## config.mk

```make
export PLATFORM = sky130hd
export DESIGN_NAME = ctm_top
export DESIGN_NICKNAME = d
export VERILOG_FILES = /design/src/hw/ctm_pkg.sv /design/src/hw/ctm_sync.sv /design/src/hw/ctm_fifo.sv /design/src/hw/ctm_top.sv
export VERILOG_INCLUDE_DIRS = /design/src /design/src/hw
export SDC_FILE = /design/constraint.sdc
export NUM_CORES = 1
export LEC_CHECK = 0
export BUFFER_PORTS_ARGS = -buffer_cell sky130_fd_sc_hd__buf_2
export CAP_MARGIN = 0
export CORE_MARGIN = 4
export CORE_UTILIZATION = 48
export CTS_CLUSTER_SIZE = 12
export DETAILED_ROUTE_END_ITERATION = 10
export PLACE_DENSITY_LB_ADDON = 0.15
export SLEW_MARGIN = 5
export SYNTH_ARGS = -nofsm -noshare
export SYNTH_HDL_FRONTEND = slang
export SYNTH_HIERARCHICAL = 1
export SYNTH_SLANG_ARGS = --single-unit
export TNS_END_PERCENT = 30
```

## constraint.sdc

```tcl
create_clock -name i_clk -period 5.7 [get_ports i_clk]
set_clock_uncertainty 0.05 [all_clocks]
set_input_delay 0.285 -clock i_clk [delete_from_list [all_inputs] [get_ports i_clk]]
set_output_delay 0.285 -clock i_clk [all_outputs]
set_load 0.03 [all_outputs]
```

## src/hw/ctm_params.svh

```systemverilog
// Constants for the counter time measurement block.
`ifndef CTM_PARAMS_SVH
`define CTM_PARAMS_SVH

// Count register width and its fixed values.
`define CTM_CNT_W      24
`define CTM_ZERO_CNT   24'h000000
`define CTM_ONE_CNT    24'h000001
`define CTM_MAX_CNT    24'hFFFFFF

// Divisor exponent width and divider counter width.
`define CTM_DIV_W      4
`define CTM_DIVC_W     16
`define CTM_DIVC_ZERO  16'h0000
`define CTM_DIVC_ONE   16'h0001
`define CTM_DIVC_ALL   16'hFFFF

// Result buffer depth.
`define CTM_FIFO_DEPTH 16

`endif

```

## src/hw/ctm_pkg.sv

```systemverilog
// Types shared by the counter time measurement block.
`default_nettype none

package ctm_pkg;

	// Counter application selected by the host.
	typedef enum logic [2:0] {
		MODE_PULSE_GEN,
		MODE_ONE_CTR_TIME,
		MODE_TWO_CTR_TIME,
		MODE_EDGE_UNBUF,
		MODE_EDGE_BUF,
		MODE_TWO_EDGE_SEP,
		MODE_POSITION
	} ctm_mode_t;

	// How results reach the host.
	typedef enum logic [1:0] {
		TIMING_IMPLICIT,
		TIMING_SAMPLE_CLK,
		TIMING_ON_DEMAND
	} ctm_timing_t;

	// Configuration word, held stable while armed.
	typedef struct packed {
		ctm_mode_t   mode;
		ctm_timing_t timing;
		logic        pulse_train;
		logic        out_toggle;
		logic        gate_start;
		logic        dir_from_aux;
		logic        z_enable;
		logic        large_range;
		logic [3:0]  div_log2;
		logic [23:0] load;
	} ctm_cfg_t;

endpackage

`default_nettype wire

```

## src/hw/ctm_sync.sv

```systemverilog
// Three-stage pin synchroniser with agreement filter.
`timescale 1ns/1ps
`default_nettype none

module ctm_sync (
	input  wire logic i_clk,
	input  wire logic i_sys_rst,
	input  wire logic i_pin,
	output var  logic o_level
);

	logic s1_reg;
	logic s2_reg;
	logic s3_reg;

	// The first stage feeds only the second, so metastability stays contained.
	always_ff @(posedge i_clk)
	begin
		if (i_sys_rst)
		begin
			s1_reg <= 1'b0;
			s2_reg <= 1'b0;
			s3_reg <= 1'b0;
		end
		else
		begin
			s1_reg <= i_pin;
			s2_reg <= s1_reg;
			s3_reg <= s2_reg;
		end
	end

	// A change counts only once the second and third stages agree.
	always_ff @(posedge i_clk)
	begin
		if (i_sys_rst)
			o_level <= 1'b0;
		else if (s2_reg == s3_reg)
			o_level <= s3_reg;
	end

endmodule

`default_nettype wire

```

## src/hw/ctm_fifo.sv

```systemverilog
// Result FIFO with valid and ready on both sides.
`timescale 1ns/1ps
`default_nettype none

module ctm_fifo #(
	parameter int WIDTH = 24,
	parameter int DEPTH = 16
) (
	input  wire logic             i_clk,
	input  wire logic             i_sys_rst,
	input  wire logic             i_in_valid,
	output logic                  o_in_ready,
	input  wire logic [WIDTH-1:0] i_in_data,
	output logic                  o_out_valid,
	input  wire logic             i_out_ready,
	output logic      [WIDTH-1:0] o_out_data
);

	localparam int AW = $clog2(DEPTH);

	logic [WIDTH-1:0] mem [DEPTH];
	logic [AW:0]      wr_ptr_reg;
	logic [AW:0]      rd_ptr_reg;
	logic             full;
	logic             empty;
	logic             do_wr;
	logic             do_rd;

	// Extra pointer bit tells full from empty.
	assign empty = (wr_ptr_reg == rd_ptr_reg);
	assign full = (wr_ptr_reg[AW] != rd_ptr_reg[AW]) &&
		(wr_ptr_reg[AW-1:0] == rd_ptr_reg[AW-1:0]);
	assign o_in_ready = ~full;
	assign o_out_valid = ~empty;
	assign do_wr = i_in_valid & ~full;
	assign do_rd = i_out_ready & ~empty;
	assign o_out_data = mem[rd_ptr_reg[AW-1:0]];

	// Storage write.
	always_ff @(posedge i_clk)
	begin
		if (do_wr)
			mem[wr_ptr_reg[AW-1:0]] <= i_in_data;
	end

	// Pointer update.
	always_ff @(posedge i_clk)
	begin
		if (i_sys_rst)
		begin
			wr_ptr_reg <= '0;
			rd_ptr_reg <= '0;
		end
		else
		begin
			if (do_wr)
				wr_ptr_reg <= wr_ptr_reg + 1'b1;
			if (do_rd)
				rd_ptr_reg <= rd_ptr_reg + 1'b1;
		end
	end

endmodule

`default_nettype wire

```

## src/hw/ctm_top.sv

```systemverilog
// Counter for time measurement, edge counting, position and pulse output.
`timescale 1ns/1ps
`default_nettype none
`include "ctm_params.svh"

module ctm_top (
	input  wire logic                   i_clk,
	input  wire logic                   i_sys_rst,
	input  wire ctm_pkg::ctm_cfg_t      i_cfg,
	input  wire logic                   i_arm,
	input  wire logic                   i_export,
	input  wire logic                   i_tristate,
	input  wire logic                   i_read_req,
	input  wire logic                   i_count_control_input,
	input  wire logic                   i_count_edge_input,
	input  wire logic                   i_auxiliary_count_input,
	input  wire logic                   i_sample_clock_input,
	output logic     [`CTM_CNT_W-1:0]   o_count,
	output logic                        o_counter_event_output,
	output logic                        o_connector_counter_pin,
	output logic                        o_connector_counter_pin_oe,
	output logic                        o_read_valid,
	output logic     [`CTM_CNT_W-1:0]   o_read_data,
	output logic                        o_res_valid,
	input  wire logic                   i_res_ready,
	output logic     [`CTM_CNT_W-1:0]   o_res_data
);

	// ****************************************************************
	// Input conditioning
	// ****************************************************************

	logic gate_lvl;
	logic src_lvl;
	logic aux_lvl;
	logic smp_lvl;
	logic gate_d_reg;
	logic src_d_reg;
	logic aux_d_reg;
	logic smp_d_reg;
	logic gate_rise;
	logic src_rise;
	logic aux_rise;
	logic smp_rise;

	ctm_sync u_sync_gate (.i_clk(i_clk), .i_sys_rst(i_sys_rst),
		.i_pin(i_count_control_input), .o_level(gate_lvl));
	ctm_sync u_sync_src (.i_clk(i_clk), .i_sys_rst(i_sys_rst),
		.i_pin(i_count_edge_input), .o_level(src_lvl));
	ctm_sync u_sync_aux (.i_clk(i_clk), .i_sys_rst(i_sys_rst),
		.i_pin(i_auxiliary_count_input), .o_level(aux_lvl));
	ctm_sync u_sync_smp (.i_clk(i_clk), .i_sys_rst(i_sys_rst),
		.i_pin(i_sample_clock_input), .o_level(smp_lvl));

	// Previous filtered levels for rising-edge detection.
	always_ff @(posedge i_clk)
	begin
		if (i_sys_rst)
		begin
			gate_d_reg <= 1'b0;
			src_d_reg <= 1'b0;
			aux_d_reg <= 1'b0;
			smp_d_reg <= 1'b0;
		end
		else
		begin
			gate_d_reg <= gate_lvl;
			src_d_reg <= src_lvl;
			aux_d_reg <= aux_lvl;
			smp_d_reg <= smp_lvl;
		end
	end

	assign gate_rise = gate_lvl & ~gate_d_reg;
	assign src_rise = src_lvl & ~src_d_reg;
	assign aux_rise = aux_lvl & ~aux_d_reg;
	assign smp_rise = smp_lvl & ~smp_d_reg;

	// ****************************************************************
	// Counting core
	// ****************************************************************

	logic [`CTM_CNT_W-1:0]  cnt_reg;
	logic [`CTM_CNT_W-1:0]  cnt_next;
	logic [`CTM_DIVC_W-1:0] div_reg;
	logic [`CTM_DIVC_W-1:0] div_mask;
	logic                   started_reg;
	logic                   started_next;
	logic                   done_reg;
	logic                   done_next;
	logic                   first_reg;
	logic                   tc;
	logic                   mark;
	logic                   tick;
	logic                   up;
	logic                   div_done;
	logic                   stall;
	logic                   demand;
	logic [`CTM_CNT_W-1:0]  meas_val;

	assign demand = (i_cfg.timing == ctm_pkg::TIMING_ON_DEMAND);
	// Divisor is a power of two so the period scales back by a shift.
	assign div_mask = i_cfg.large_range ?
		~(`CTM_DIVC_ALL << i_cfg.div_log2) : `CTM_DIVC_ZERO;
	assign div_done = src_rise && ((div_reg & div_mask) == div_mask);
	// Reported period is the measured span shifted down by the divisor.
	assign meas_val = (i_cfg.mode == ctm_pkg::MODE_TWO_CTR_TIME && i_cfg.large_range) ?
		(cnt_reg >> i_cfg.div_log2) : cnt_reg;
	assign up = i_cfg.dir_from_aux ? aux_lvl : 1'b1;

	// Per-mode roles of the three inputs and the next count.
	always_comb
	begin
		cnt_next = cnt_reg;
		started_next = started_reg;
		done_next = done_reg;
		tc = 1'b0;
		mark = 1'b0;
		tick = 1'b0;
		case (i_cfg.mode)
			ctm_pkg::MODE_PULSE_GEN:
			begin
				// Gate starts or pauses; the edge input is the timebase.
				if (gate_rise)
					started_next = 1'b1;
				if (!done_reg && src_rise && (i_cfg.gate_start ? started_reg : gate_lvl))
				begin
					if (cnt_reg == `CTM_ZERO_CNT)
					begin
						tc = 1'b1;
						// A train reloads; a single pulse stops here.
						if (i_cfg.pulse_train)
							cnt_next = i_cfg.load;
						else
							done_next = 1'b1;
					end
					else
						cnt_next = cnt_reg - `CTM_ONE_CNT;
				end
			end
			ctm_pkg::MODE_EDGE_UNBUF, ctm_pkg::MODE_EDGE_BUF:
			begin
				// Edge input is counted; gate pauses or samples.
				mark = (i_cfg.mode == ctm_pkg::MODE_EDGE_BUF) && gate_rise;
				if (src_rise && (i_cfg.mode == ctm_pkg::MODE_EDGE_BUF || gate_lvl))
				begin
					if (up)
					begin
						cnt_next = cnt_reg + `CTM_ONE_CNT;
						tc = (cnt_reg == `CTM_MAX_CNT);
					end
					else if (cnt_reg != `CTM_ZERO_CNT)
					begin
						cnt_next = cnt_reg - `CTM_ONE_CNT;
						tc = (cnt_reg == `CTM_ONE_CNT);
					end
				end
			end
			ctm_pkg::MODE_POSITION:
			begin
				// Edge input is A, auxiliary is B, gate is the index.
				if (i_cfg.z_enable && gate_rise)
					cnt_next = `CTM_ZERO_CNT;
				else if (src_rise)
					cnt_next = aux_lvl ? cnt_reg - `CTM_ONE_CNT : cnt_reg + `CTM_ONE_CNT;
			end
			default:
			begin
				// Time measurements: pick the timebase and the closing edge.
				if (i_cfg.mode == ctm_pkg::MODE_ONE_CTR_TIME)
				begin
					tick = src_rise;
					mark = gate_rise;
				end
				else if (i_cfg.mode == ctm_pkg::MODE_TWO_CTR_TIME)
				begin
					// The system clock is the timebase; the edge input is measured.
					tick = 1'b1;
					mark = div_done;
				end
				else
				begin
					// Auxiliary opens the interval, gate closes it.
					tick = src_rise && started_reg;
					mark = gate_rise && started_reg;
					if (aux_rise)
						started_next = 1'b1;
					else if (mark)
						started_next = 1'b0;
				end
				if (mark || (i_cfg.mode == ctm_pkg::MODE_TWO_EDGE_SEP && aux_rise))
					cnt_next = `CTM_ZERO_CNT;
				else if (tick)
				begin
					cnt_next = cnt_reg + `CTM_ONE_CNT;
					tc = (cnt_reg == `CTM_MAX_CNT);
				end
			end
		endcase
	end

	// Count register: cleared by reset, preloaded while disarmed.
	always_ff @(posedge i_clk)
	begin
		if (i_sys_rst)
			cnt_reg <= `CTM_ZERO_CNT;
		else if (!i_arm)
			cnt_reg <= i_cfg.load;
		else if (demand && i_read_req && i_cfg.mode != ctm_pkg::MODE_POSITION)
			cnt_reg <= `CTM_ZERO_CNT;
		else if (!stall)
			cnt_reg <= cnt_next;
	end

	// Sequence flags and the large-range divider.
	always_ff @(posedge i_clk)
	begin
		if (i_sys_rst || !i_arm)
		begin
			started_reg <= 1'b0;
			done_reg <= 1'b0;
			div_reg <= `CTM_DIVC_ZERO;
		end
		else if (!stall)
		begin
			started_reg <= started_next;
			done_reg <= done_next;
			if (src_rise)
				div_reg <= div_reg + `CTM_DIVC_ONE;
		end
	end

	// First interval after arming or a read may be partial.
	always_ff @(posedge i_clk)
	begin
		if (i_sys_rst || !i_arm)
			first_reg <= 1'b1;
		else if (demand && i_read_req)
			first_reg <= 1'b1;
		else if (mark && !stall)
			first_reg <= 1'b0;
	end

	// ****************************************************************
	// Result routing
	// ****************************************************************

	logic                  pend_valid_reg;
	logic [`CTM_CNT_W-1:0] pend_data_reg;
	logic                  latest_ok_reg;
	logic [`CTM_CNT_W-1:0] latest_reg;
	logic                  want_reg;
	logic                  push;
	logic [`CTM_CNT_W-1:0] push_val;
	logic                  fifo_in_ready;
	logic                  time_mode;

	assign time_mode = (i_cfg.mode == ctm_pkg::MODE_ONE_CTR_TIME) ||
		(i_cfg.mode == ctm_pkg::MODE_TWO_CTR_TIME) ||
		(i_cfg.mode == ctm_pkg::MODE_TWO_EDGE_SEP);
	// Back-pressure from a full buffer freezes the counting core.
	assign stall = pend_valid_reg & ~fifo_in_ready;

	// Choose which event feeds the buffer in each timing type.
	always_comb
	begin
		push = 1'b0;
		push_val = meas_val;
		if (i_arm && !stall)
		begin
			if (i_cfg.mode == ctm_pkg::MODE_EDGE_BUF)
				push = mark;
			else if (time_mode && i_cfg.timing == ctm_pkg::TIMING_IMPLICIT)
				push = mark;
			else if (i_cfg.timing == ctm_pkg::TIMING_SAMPLE_CLK)
			begin
				// Sample clock decides the rate, input cycles are only tracked.
				push = smp_rise && (time_mode ? latest_ok_reg : i_cfg.mode == ctm_pkg::MODE_POSITION);
				push_val = time_mode ? latest_reg : cnt_reg;
			end
		end
	end

	// Latest complete interval kept for the sample clock.
	always_ff @(posedge i_clk)
	begin
		if (i_sys_rst || !i_arm)
		begin
			latest_ok_reg <= 1'b0;
			latest_reg <= `CTM_ZERO_CNT;
		end
		else if (mark && !first_reg && !stall)
		begin
			latest_ok_reg <= 1'b1;
			latest_reg <= meas_val;
		end
	end

	// One holding slot in front of the buffer.
	always_ff @(posedge i_clk)
	begin
		if (i_sys_rst)
		begin
			pend_valid_reg <= 1'b0;
			pend_data_reg <= `CTM_ZERO_CNT;
		end
		else
		begin
			pend_valid_reg <= push | (pend_valid_reg & ~fifo_in_ready);
			if (push)
				pend_data_reg <= push_val;
		end
	end

	ctm_fifo #(.WIDTH(`CTM_CNT_W), .DEPTH(`CTM_FIFO_DEPTH)) u_fifo (
		.i_clk      (i_clk),
		.i_sys_rst  (i_sys_rst),
		.i_in_valid (pend_valid_reg),
		.o_in_ready (fifo_in_ready),
		.i_in_data  (pend_data_reg),
		.o_out_valid(o_res_valid),
		.i_out_ready(i_res_ready),
		.o_out_data (o_res_data)
	);

	// On-demand read: wait for the next full interval, or return the count.
	always_ff @(posedge i_clk)
	begin
		if (i_sys_rst || !i_arm)
		begin
			want_reg <= 1'b0;
			o_read_valid <= 1'b0;
			o_read_data <= `CTM_ZERO_CNT;
		end
		else
		begin
			o_read_valid <= 1'b0;
			if (demand && i_read_req)
			begin
				want_reg <= time_mode;
				if (!time_mode)
				begin
					o_read_valid <= 1'b1;
					o_read_data <= cnt_reg;
				end
			end
			else if (want_reg && mark && !first_reg && !stall)
			begin
				want_reg <= 1'b0;
				o_read_valid <= 1'b1;
				o_read_data <= meas_val;
			end
		end
	end

	assign o_count = cnt_reg;

	// ****************************************************************
	// Event output and connector pin
	// ****************************************************************

	logic routed_reg;

	// Pulse for one cycle or invert on terminal count.
	always_ff @(posedge i_clk)
	begin
		if (i_sys_rst)
			o_counter_event_output <= 1'b0;
		else if (i_cfg.out_toggle)
			o_counter_event_output <= o_counter_event_output ^ (tc & ~stall & i_arm);
		else
			o_counter_event_output <= tc & ~stall & i_arm;
	end

	// Route sticks until reset or tristate; pulse generation routes itself.
	always_ff @(posedge i_clk)
	begin
		if (i_sys_rst || i_tristate)
			routed_reg <= 1'b0;
		else if (i_export || (i_arm && i_cfg.mode == ctm_pkg::MODE_PULSE_GEN))
			routed_reg <= 1'b1;
	end

	assign o_connector_counter_pin = o_counter_event_output;
	assign o_connector_counter_pin_oe = routed_reg;

	// ****************************************************************
	// Checks
	// ****************************************************************

	a_reset_state: assert property (@(posedge i_clk) i_sys_rst |=>
		cnt_reg == `CTM_ZERO_CNT && !o_connector_counter_pin_oe)
		else $error("reset left count or pin active");

	a_pin_stays: assert property (@(posedge i_clk) disable iff (i_sys_rst)
		routed_reg && !i_tristate |=> o_connector_counter_pin_oe)
		else $error("routed pin dropped without tristate");

	a_event_pulse: assert property (@(posedge i_clk) disable iff (i_sys_rst)
		tc && i_arm && !stall && !i_cfg.out_toggle |=> o_counter_event_output)
		else $error("terminal count gave no pulse");

	a_event_toggle: assert property (@(posedge i_clk) disable iff (i_sys_rst)
		tc && i_arm && !stall && i_cfg.out_toggle |=>
		o_counter_event_output != $past(o_counter_event_output))
		else $error("terminal count gave no toggle");

	a_down_floor: assert property (@(posedge i_clk) disable iff (i_sys_rst)
		i_arm && i_cfg.mode == ctm_pkg::MODE_EDGE_UNBUF && i_cfg.dir_from_aux &&
		!aux_lvl && cnt_reg == `CTM_ZERO_CNT ##1 i_arm |-> cnt_reg == `CTM_ZERO_CNT)
		else $error("down count passed zero");

	a_up_rollover: assert property (@(posedge i_clk) disable iff (i_sys_rst)
		i_arm && !stall && i_cfg.mode == ctm_pkg::MODE_EDGE_UNBUF && tc |=>
		cnt_reg == `CTM_ZERO_CNT)
		else $error("rollover terminal count without wrap");

	a_gate_pause: assert property (@(posedge i_clk) disable iff (i_sys_rst)
		i_arm && $past(i_arm) && i_cfg.mode == ctm_pkg::MODE_EDGE_UNBUF && !$past(gate_lvl)
		&& !$past(i_read_req) |-> cnt_reg == $past(cnt_reg))
		else $error("count moved while paused");

	a_implicit_push: assert property (@(posedge i_clk) disable iff (i_sys_rst)
		i_arm && !stall && mark && time_mode && i_cfg.timing == ctm_pkg::TIMING_IMPLICIT
		|=> pend_valid_reg && pend_data_reg == $past(meas_val))
		else $error("interval not stored");

	a_sample_store: assert property (@(posedge i_clk) disable iff (i_sys_rst)
		i_arm && !stall && smp_rise && time_mode && latest_ok_reg &&
		i_cfg.timing == ctm_pkg::TIMING_SAMPLE_CLK |=> pend_data_reg == $past(latest_reg))
		else $error("sample edge did not store latest");

	a_demand_answer: assert property (@(posedge i_clk) disable iff (i_sys_rst)
		o_read_valid && time_mode |-> $past(want_reg) && !$past(first_reg))
		else $error("read answered with partial interval");

endmodule

`default_nettype wire

```

## Word level (Yosys, flattened, before mapping)

Memories as Yosys holds them, arrays and structs flattened. A register that Yosys moved wholly into a read port is not among the register bits.
Cells that the tools add are included.

- Flip-flop bits (word level): 151
- Bits in writable memories: 384
- Output and inout bits: 77
- Logic and storage cells: 209
- Memories kept: 1

- $add $sub $neg: 5
- Equal/unequal tests: 30
- Shift operators: 2
- Multiplexer cells: 63
- Bitwise gates (word level): 22
- Reductions and logical operators: 50

Memory list:

| name | depth | bits a word | read ports | clocked after Yosys merged registers in | wr ports | line | RTL |
|---|---|---|---|---|---|---|---|
| u_fifo.mem | 16 | 24 | 1 | 1 | 1 | ctm_fifo.sv:21 | `logic [WIDTH-1:0] mem [DEPTH];` |

Operator list:

| operator | number |
|---|---|
| $mux 24 | 23 |
| $pmux 24 s3 | 1 |
| $mux 1 | 33 |
| $add 24x1->24 const B | 1 |
| $eq 24x1->1 const B | 1 |
| $eq 24x24->1 const B | 1 |
| $logic_not 24->1 | 1 |
| $reduce_bool 24->1 | 1 |
| $shr 24x4->24 | 1 |
| $sub 24x1->24 const B | 1 |
| $logic_and 1x1->1 | 23 |
| $add 16x1->16 const B | 1 |
| $and 16x16->16 | 1 |
| $eq 16x16->1 | 1 |
| $mux 16 | 1 |
| $not 16->16 | 1 |
| $shl 16x4->16 const A | 1 |
| $ne 5x5->1 const B | 3 |
| $add 5x1->5 const B | 2 |
| $and 1x1->1 | 9 |
| $eq 3x3->1 const B | 3 |
| $not 1->1 | 9 |
| $mux 4 | 2 |
| $ne 4x4->1 const B | 2 |
| other kinds (30) | 49 |

## Longest topological paths before layout

Gate-level depths: netlist (run 1).

- Depth in word-level cells: 16
- Depth in mapped cells: 14

## Modules after synthesis

The synthesis (run 1) kept the hierarchy.

By module, submodules not included:

| module | times used | cells an instance | area an instance (um^2) | seq. area each (um^2) |
|---|---|---|---|---|
| ctm_fifo | 1 | 637 | 15318.4 | 11811.3 |
| ctm_top | 1 | 1140 | 8883.5 | 2482.4 |
| ctm_sync | 4 | 10 | 112.6 | 80.1 |

## Worst setup path before layout (run 1)

Ideal clock, no wire load.

- Path kind: register -> register
- Start point: reg cnt_reg[0] (netlist: o_count[0])
- End point: reg cnt_reg[1] (netlist: o_count[1])
- Arrival: 2.867 ns
- Slack: 2.692 ns
- Stages on the path, launching flop included: 13
- Path buffers: 3
- Cells stage by stage: dfxtp_1 -> clkbuf_1 -> inv_1 -> ha_1 -> nor2b_1 -> and4_1 -> and3_1 -> buf_2 -> o41ai_1 -> buf_2 -> nor3b_1 -> a311o_1 -> a311oi_1

- Longest elaborated chain between the ends: 8
- Elaborated cells between the ends (all ways): 21

Ends and longest elaborated chain:

| item | line | RTL |
|---|---|---|
| start, declared | ctm_top.sv:83 | `` logic [`CTM_CNT_W-1:0] cnt_reg; `` |
| start signal, assigned | ctm_top.sv:206 | `` cnt_reg <= `CTM_ZERO_CNT; `` |
| start signal, assigned | ctm_top.sv:208 | `cnt_reg <= i_cfg.load;` |
| start signal, assigned | ctm_top.sv:210 | `` cnt_reg <= `CTM_ZERO_CNT; `` |
| $add 24x1->24 (no source line) or $sub 24x1->24 (tied branches) | - |  |
| $mux 24, on equally long branches | - |  |
| $mux 24, on equally long branches | ctm_top.sv:164, ctm_top.sv:147 |  |
| $mux 24, on equally long branches | ctm_top.sv:162, ctm_top.sv:145 |  |
| $pmux 24 s3 | ctm_top.sv:120 | `case (i_cfg.mode)` |
| $mux 24 | ctm_top.sv:211 | `else if (!stall)` |
| $mux 24 | ctm_top.sv:209 | `else if (demand && i_read_req && i_cfg.mode != ctm_pkg::MODE_POSITION)` |
| $mux 24 | ctm_top.sv:207 | `else if (!i_arm)` |

Several ways; a longest one is shown, not always the timed one. The select of a mux whose other input is x is not followed.
A chain may end at the register's enable or synchronous reset.

==> impl_metrics.yaml, run 1 <==
run_status:
  outcome: "complete, no violations"
layout:
  area_growth_pct: 12.5
  final_net_count: 1978
  most-common-layout-cells: "384 x edfxtp_1, 190 x nand2_1, 151 x dfxtp_1"
  fin_area_mm2: 0.0277
  layout_commonest_cell: "edfxtp_1"
  largest_reg_flops: 384
  num-fill-cells: 4208
  drive_above_1_share: 0.223
clocking:
  clk_pin_slew_ns: 0.06
  cts_buffers: 56
  htree_levels: 2
  clock_path_buffers: 3
  cts_tree: "built"
  root_buffer: "clkbuf_16"
  worstSkewPairLatency_ns: 0.61
  clock-sinks: 538
drt:
  drt_iter0_drc: 1394
  wl_um: 63300
  drtPass1Iterations: 5
  dr_total_vias: 16000
  vias_per_cell: 6.09
  drc: 0
  routedWlPerCell_um: 24.1
  antenna_left: 0
worst_hold_path:
  min-delay-start: "i_sys_rst"
  min_delay_path_depth: 2
  hp-class: "in2reg"
  min_to: "aux_d_reg$_SDFF_PP0_"
setup_path:
  slowest_stage: "dfxtp_4"
  reg2reg_to: "o_count[1]$_SDFFE_PP0P_"
  cp.arrival_ns: 3.33
  reg2reg_depth: 7
  cpMostUsedCell: "mux4_2"
  crit_fanout: 60
  r2r_slack_ns: 2.15
  cp_cell_sequence: "buf_12 > mux4_2 > mux4_2 > buf_2"
  end_kind: "primary output"
  crit_type: "reg2out"
  cpPeakStageDelay_ns: 0.84
  cp_data_required_time_ns: 5.37
  r2r-start: "o_count[8]$_SDFFE_PP0P_"
  cp-start-kind: "flip-flop"
placement:
  post-dp-hpwl_um: 39000
  gp_congestion: 0.926
  port_buffers: 126
  placed_cell_area_mm2: 0.0257
timing:
  tightestPinTransition_ns: 1.25
  holdWs_ns: 0.0287
  setup_tns_ns: 0
  hold_violations: 0
  rsz0062_at_grt: "false"
  fmax_mhz: 273
  min_period_over_period: 0.643
  final_max_slew_viol_count: 0
  slew_headroom: 0.162
  setup_viol: 0
  layout_min_cycle_time_ns: 3.67
floorplanning:
  core_mm2: 0.0505
  die_y_um: 235
  rows: 82
  dieWidth_um: 235
  ioPinCount: 127
  start_util: 0.488
  dieArea_mm2: 0.0550
global_routing:
  grt_pass1_vias: 16200
  track_usage: 0.225
  grt_max_degree: 66
  overflow: 0
  grt_pass1_wl_um: 97800
  antenna_found_initial: 3
synth:
  synth_area_mm2: 0.0247
  yosysTopAreaCell: "edfxtp_1"
  synth.avg_cell_area_um2: 13.6
  yosysWarnings: 6
  synth_edf_count: 384
  ys_seq_area_frac: 0.593
  netlist_instances: 1817
  synth-async-reset-ratio: 0
  yosys_most_used_dff: "edfxtp_1"
  mappedNetlistNets: 1877
  synth_cell_types: 75
  netlist.area_leader.share: 0.468
  netlist_top_cells_area: "edfxtp_1 47%, mux4_2 13%, dfxtp_1 13%"
  synth-seq-cells: 538
power:
  p_comb_frac: 0.106
  pwr-share-clk: 0.395
  p_leak_nw: 9.50
  p_per_area_mw_per_mm2: 311
  switching_share: 0.244
  p_seq_frac: 0.499
  power.switching_mw: 2.10
  p_int_mw: 6.51
  peakVddDrop_mv: 0.209
run:
  cap_violations: 0
[metal layers]
layer	share of wire	vias to the layer above	wire length, um	track usage
li1	-	7243	-	-
met1	0.41	8091	26200	0.305
met2	0.51	538	31900	0.384
met3	0.054	113	3420	0.0319
met4	0.026	4	1660	0.0637
met5	0.00043	-	27	0
[Yosys cell counts (24+ instances only)]
| master | count |
|---|---|
| a211oi_1 | 42 |
| a21oi_1 | 60 |
| a22oi_1 | 24 |
| buf_2 | 43 |
| clkbuf_1 | 86 |
| dfxtp_1 | 154 |
| edfxtp_1 | 384 |
| mux2_2 | 26 |
| mux2i_1 | 24 |
| mux4_2 | 141 |
| nand2_1 | 190 |
| nand3_1 | 55 |
| nor2_1 | 101 |
| nor2b_1 | 35 |
| o21ai_0 | 55 |
| xnor2_1 | 32 |
| xor2_1 | 29 |
[layout make-up]
class	count	area [um^2]	area share
inverters	23	86.3	0.00311
repair buffers	190	1200	0.0431
flip-flops and latches	538	14600	0.527
clock inverters	18	128	0.00460
multi-input cells	1109	9290	0.335
clock buffers	76	1560	0.0562
well taps	672	841	0.0303
diodes	1	2.50	0.0000903
[how the worst max path moves through the flow]
stage / startpoint / to / slack (ns) / cells after the start
final: flip-flop / o_res_data[14] / 2.03 / 4
after global routing: flip-flop / o_res_data[14] / 1.77 / 4
after CTS: flip-flop / o_res_data[14] / 1.89 / 4
after detailed placement: i_cfg[24] / o_read_data[0]$_SDFFE_PP0P_ / 2.17 / 9
after global placement: o_count[8]$_SDFFE_PP0P_ / o_count[1]$_SDFFE_PP0P_ / 2.26 / 7
after floorplan: o_count[0]$_SDFFE_PP0P_ / o_count[1]$_SDFFE_PP0P_ / 2.69 / 12
[repair_timing]
item                                   4_1_cts  5_1_grt
resized for setup                            0        0
hold buffers                                29        0
setup buffers                                0        0
endpoints found under the hold margin       28        0
[power by group through the flow]
stage          registers [mW]  logic [mW]  clock network (mW)
2_1_floorplan            4.32       0.726                   0
3_3_place_gp             4.37       0.896                   0
3_5_place_dp             4.38       0.897                   0
4_1_cts                  4.30       0.916                3.47
5_1_grt                  4.31       0.984                3.62
6_report                 4.30       0.912                3.40
[worst max-delay path, delay by kind of cell, from the launching register on]
family | cells | cell delay (ns)
mux | 2 | 1.12
flops | 1 | 0.84
buf+inv | 2 | 0.70
[cells by family after synthesis]
family,count (synthesis),synth area share
xor+xnor,61,0.0217
simple gates,519,0.104
buf+inv,170,0.0315
fa+ha+maj,10,0.00508
compound gates,327,0.0936
flops,538,0.593
mux,192,0.151
[metrics by stage]
stage          instances  worst slack (ns)  utilization  total power, mW
2_1_floorplan       1817              2.69            -             5.05
3_3_place_gp        2503              2.26        0.510             5.27
3_5_place_dp        2503              2.17        0.510             5.27
4_1_cts             2626              1.89        0.549             8.68
5_1_grt             2627              1.77        0.549             8.91
6_report            2627              2.03        0.549             8.61
No activity file was read; power rests on OpenSTA's default activity.
==> run 2: changes to the inputs <==
==> constraint.sdc (replaced) <==
create_clock -name i_clk -period 3.6 [get_ports i_clk]
set_clock_uncertainty 0.05 [all_clocks]
set_input_delay 0.18 -clock i_clk [delete_from_list [all_inputs] [get_ports i_clk]]
set_output_delay 0.18 -clock i_clk [all_outputs]
set_load 0.03 [all_outputs]
==> run 2 against run 1 <==
Combinational power is 75% higher. Total power increased by 58%. Utilization is 0.60 points higher. Sequential share of layout area shrank 0.57 points. Critical endpoint is now o_count[8]$_SDFFE_PP0P_. Sequential power increased by 57%. Setup slack worse by 1.6 ns. Sequential cell count is the same. Largest power group unchanged. Final cell count is 1.3% higher. Wire length increased by 1.6%. Register-to-register slack got worse by 1.7 ns.
==> impl_metrics.yaml, run 2 (same netlist as run 1, synthesis figures left out) <==
run_status:
  outcome: "complete, no violations"
worst_hold_path:
  min_to: "aux_d_reg$_SDFF_PP0_"
  hp-class: "in2reg"
  min-delay-start: "i_sys_rst"
  min_delay_path_depth: 2
timing:
  rsz0062_at_grt: "false"
  min_period_over_period: 0.880
  hold_violations: 0
  tightestPinTransition_ns: 1.26
  fmax_mhz: 316
  setup_viol: 0
  final_max_slew_viol_count: 0
  slew_headroom: 0.155
  setup_tns_ns: 0
  holdWs_ns: 0.0468
  layout_min_cycle_time_ns: 3.17
power:
  p_int_mw: 10.3
  p_comb_frac: 0.118
  p_leak_nw: 9.79
  pwr-share-clk: 0.388
  p_per_area_mw_per_mm2: 486
  p_seq_frac: 0.494
  switching_share: 0.245
  power.switching_mw: 3.34
  peakVddDrop_mv: 0.364
clocking:
  worstSkewPairLatency_ns: 0.60
  clk_pin_slew_ns: 0.06
  cts_setup_buffers: 0
  htree_levels: 2
  cts_tree: "built"
  root_buffer: "clkbuf_16"
  cts_buffers: 55
  clock_path_buffers: 3
  clock-sinks: 538
  post_cts_resize_count: 0
placement:
  placed_cells: 2539
  post-dp-hpwl_um: 39200
  port_buffers: 126
  placed_cell_area_mm2: 0.0261
  gp_congestion: 0.893
setup_path:
  end_kind: "flip-flop"
  reg2reg_depth: 8
  crit_fanout: 20
  cp.arrival_ns: 3.61
  crit_type: "reg2reg"
  reg2reg_to: "o_count[8]$_SDFFE_PP0P_"
  cp_data_required_time_ns: 4.04
  r2r-start: "o_count[5]$_SDFFE_PP0P_"
  r2r_slack_ns: 0.43
  cp-start-kind: "flip-flop"
global_routing:
  grt_max_degree: 58
  met1_usage: 0.303
  top_usage_layer: "met2"
  track_usage: 0.228
  grt_pass1_vias: 16400
  antenna_found_initial: 3
  use_met2: 0.391
  overflow: 0
  grt_pass1_wl_um: 99200
  met3_usage: 0.0421
drt:
  routedWlPerCell_um: 24.1
  vias_per_cell: 6.07
  drtPass1Iterations: 5
  dr_total_vias: 16200
  wl_um: 64200
  drc: 0
  drt_iter0_drc: 1366
  antenna_left: 0
floorplanning:
  ioPinCount: 127
  start_util: 0.488
  die_y_um: 235
  rows: 82
  dieWidth_um: 235
  dieArea_mm2: 0.0550
  core_mm2: 0.0505
layout:
  largest_reg_flops: 384
  layout_commonest_cell: "edfxtp_1"
  drive_above_1_share: 0.234
  area_growth_pct: 13.7
  fin_area_mm2: 0.0280
  fin_cells: 2661
  final_util: 0.555
  most-common-layout-cells: "384 x edfxtp_1, 190 x nand2_1, 151 x dfxtp_1"
  final_net_count: 2018
  num-fill-cells: 4206
run:
  cap_violations: 0
## run 2: changes by cell type in the layout (fill, tap and decap cells not counted), sizes merged
cell | before | now
buf | 161 | 197
bufinv | 1 | 2
clkbuf | 76 | 72
clkinv | 14 | 9
clkinvlp | 3 | 1
dlygate4sd3 | 29 | 34
inv | 23 | 26
## run 2: how the worst max path moves through the flow
stage | startpoint | end | slack, ns | cells after the start
CTS | o_count[5]$_SDFFE_PP0P_ | o_count[8]$_SDFFE_PP0P_ | 0.48 | 8
floorplan | o_count[0]$_SDFFE_PP0P_ | o_count[1]$_SDFFE_PP0P_ | 0.59 | 12
finish | o_count[5]$_SDFFE_PP0P_ | o_count[8]$_SDFFE_PP0P_ | 0.43 | 8
global route | o_count[5]$_SDFFE_PP0P_ | o_count[8]$_SDFFE_PP0P_ | 0.30 | 8
global placement | o_count[5]$_SDFFE_PP0P_ | o_connector_counter_pin$_SDFF_PP0_ | 0.53 | 7
detailed placement | o_count[5]$_SDFFE_PP0P_ | o_connector_counter_pin$_SDFF_PP0_ | 0.51 | 7
## run 2: final cells by class
class / instances / area [um^2] / area share
diodes: 1 / 2.50 / 0.0000893
clock buffers: 72 / 1470 / 0.0525
clock inverters: 15 / 150 / 0.00536
inverters: 23 / 86.3 / 0.00308
multi-input cells: 1109 / 9290 / 0.331
flip-flops and latches: 538 / 14600 / 0.522
well taps: 672 / 841 / 0.0300
repair buffers: 231 / 1570 / 0.0559
## run 2: power by group through the flow
stage	registers, mW	clock network (mW)	logic [mW]
CTS	6.73	5.41	1.61
finish	6.73	5.28	1.60
global placement	6.85	0	1.56
detailed placement	6.86	0	1.57
floorplan	6.84	0	1.15
global route	6.73	5.68	1.73
## run 2: stage by stage
step	setup slack [ns]	power, mW
after floorplan	0.592	7.99
after global placement	0.528	8.42
after detailed placement	0.509	8.43
after CTS	0.479	13.7
after global routing	0.303	14.1
final	0.433	13.6
## run 2: timing repair
action | in CTS | in global routing
hold endpoints to repair | 38 | 0
hold buffers | 34 | 0
setup endpoints to repair | 0 | 0
## run 2: critical path: stages (launching register included)
cell and delay, ns:
dfxtp_1 0.56, or4_4 0.58, nor4_4 0.39, and3_1 0.42
o41ai_2 0.09, buf_4 0.25, a22oi_1 0.24, o21ai_0 0.15
a221o_1 0.33
## run 2: layer usage
layer / vias to the layer above / part of all wire
li1: 7309 / -
met5: - / 0.00034
met1: 8177 / 0.41
met4: 4 / 0.023
met2: 572 / 0.50
met3: 101 / 0.062
==> run 3: changes to the inputs <==
--- a/config.mk
+++ b/config.mk
@@ -8,6 +8,8 @@
 export LEC_CHECK = 0
 export BUFFER_PORTS_ARGS = -buffer_cell sky130_fd_sc_hd__buf_2
 export CAP_MARGIN = 0
+export CELL_PAD_IN_SITES_DETAIL_PLACEMENT = 1
+export CELL_PAD_IN_SITES_GLOBAL_PLACEMENT = 1
 export CORE_MARGIN = 4
 export CORE_UTILIZATION = 48
 export CTS_CLUSTER_SIZE = 12
==> run 3 against run 2 <==
Sequential share of layout area shrank 0.32 points. Final area grew 0.61%. First-iteration DRC count is 22% lower. Utilization is 0.34 points higher. Wire length increased by 10%. Critical path depth fell by 4. Final cell count grew 0.53%. Global-route usage rose by 2.7 points.
==> impl_metrics.yaml, run 3 (same netlist as run 1, synthesis figures left out) <==
layout:
  layout_commonest_cell: "edfxtp_1"
  area_growth_pct: 14.4
  final_net_count: 2024
  largest_reg_flops: 384
  antennaDiodeCount: 0
  drive_above_1_share: 0.239
  fin_cells: 2675
  most-common-layout-cells: "384 x edfxtp_1, 190 x nand2_1, 151 x dfxtp_1"
clocking:
  worstSkewPairLatency_ns: 0.62
  clock_path_buffers: 3
  htree_levels: 2
  root_buffer: "clkbuf_16"
  cts_buffers: 56
  post_cts_resize_count: 0
  clk_pin_slew_ns: 0.06
  cts_tree: "built"
  cts_setup_buffers: 0
  clock-sinks: 538
  cts_hold_buf: 34
global_routing:
  grt_max_degree: 62
  track_usage: 0.255
  grt_pass1_wl_um: 110000
  grt_pass1_vias: 17700
  antenna_found_initial: 2
  overflow: 0
setup_path:
  crit_type: "reg2out"
  cp-start-kind: "flip-flop"
  cp.arrival_ns: 3.04
  cp_data_required_time_ns: 3.37
  crit_fanout: 22
  end_kind: "primary output"
  r2r-start: "o_count[10]$_SDFFE_PP0P_"
floorplanning:
  ioPinCount: 127
  dieArea_mm2: 0.0550
  die_y_um: 235
  start_util: 0.488
  dieWidth_um: 235
  core_mm2: 0.0505
  rows: 82
timing:
  fmax_mhz: 306
  setup_tns_ns: 0
  slew_headroom: 0.207
  final_max_slew_viol_count: 0
  tightestPinTransition_ns: 1.18
  layout_min_cycle_time_ns: 3.27
  min_period_over_period: 0.909
  hold_violations: 0
  setup_viol: 0
  rsz0062_at_grt: "false"
drt:
  drtPass1Iterations: 5
  routedWlPerCell_um: 26.4
  drt_iter0_drc: 1070
  drc: 0
  vias_per_cell: 6.17
  dr_total_vias: 16500
  antenna_left: 0
  wl_um: 70700
placement:
  post-dp-hpwl_um: 45100
  port_buffers: 126
  placed_cells: 2544
  gp_congestion: 0.860
power:
  peakVddDrop_mv: 0.352
  p_leak_nw: 9.90
  p_per_area_mw_per_mm2: 495
run_status:
  outcome: "complete, no violations"
worst_hold_path:
  hp-class: "in2reg"
  min-delay-start: "i_cfg[34]"
run:
  cap_violations: 0
[run 3: cell types whose count changed in the layout (fill, tap and decap cells not counted), moves of 2 or more]
cell      change
clkinv_2      +3
buf_4         +6
clkinv_1      +2
clkinv_4      -2
clkbuf_8      +5
[run 3: layer usage]
layer	wire length [um]	share of wire	track usage	vias up
met3	3340	0.047	0.0376	118
met4	1860	0.026	0.0704	4
li1	-	-	-	7321
met5	33	0.00047	0	-
met2	36700	0.52	0.450	489
met1	28800	0.41	0.331	8564
[run 3: stage by stage]
stage,hold slack [ns],util,power [mW],setup slack [ns],area (um^2)
final,0.0371,0.559,14.0,0.329,28200
after global routing,0.0789,0.559,14.5,0.166,28200
after CTS,0.00435,0.559,14.1,0.236,28200
after detailed placement,0.313,0.517,8.46,0.384,26100
after global placement,0.315,0.517,8.44,0.584,26100
after floorplan,0.199,-,7.99,0.592,24700
[run 3: final timing paths]
path                                   endpoint  slack, ns  cells past startpoint
min reg2reg       u_sync_gate/s2_reg$_SDFF_PP0_       0.39                      1
max                              o_res_data[13]       0.33                      4
max reg2reg  o_connector_counter_pin$_SDFF_PP0_       0.52                      7
min                       want_reg$_SDFFE_PP0P_       0.04                      5
[run 3: worst max-delay path, stage by stage (launching register included)]
cell,delay (ns)
dfxtp_4,0.66
buf_4,0.43
mux4_2,0.57
mux4_2,0.54
buf_2,0.21
[run 3: area by class of cell]
| type | count | area [um^2] |
|---|---|---|
| repair buffers | 236 | 1590 |
| clock buffers | 78 | 1560 |
| inverters | 23 | 86.3 |
| multi-input cells | 1109 | 9290 |
| clock inverters | 19 | 205 |
| flip-flops and latches | 538 | 14600 |
| well taps | 672 | 841 |
| fillers | 4965 | 22300 |
[run 3: power by group]
group	internal [mW]	leakage [nW]	switching [mW]	total, mW
clock network	3.24	0.865	2.36	5.60
registers	6.61	5.00	0.109	6.72
logic	0.678	4.03	0.964	1.64
total	10.5	9.90	3.43	14.0
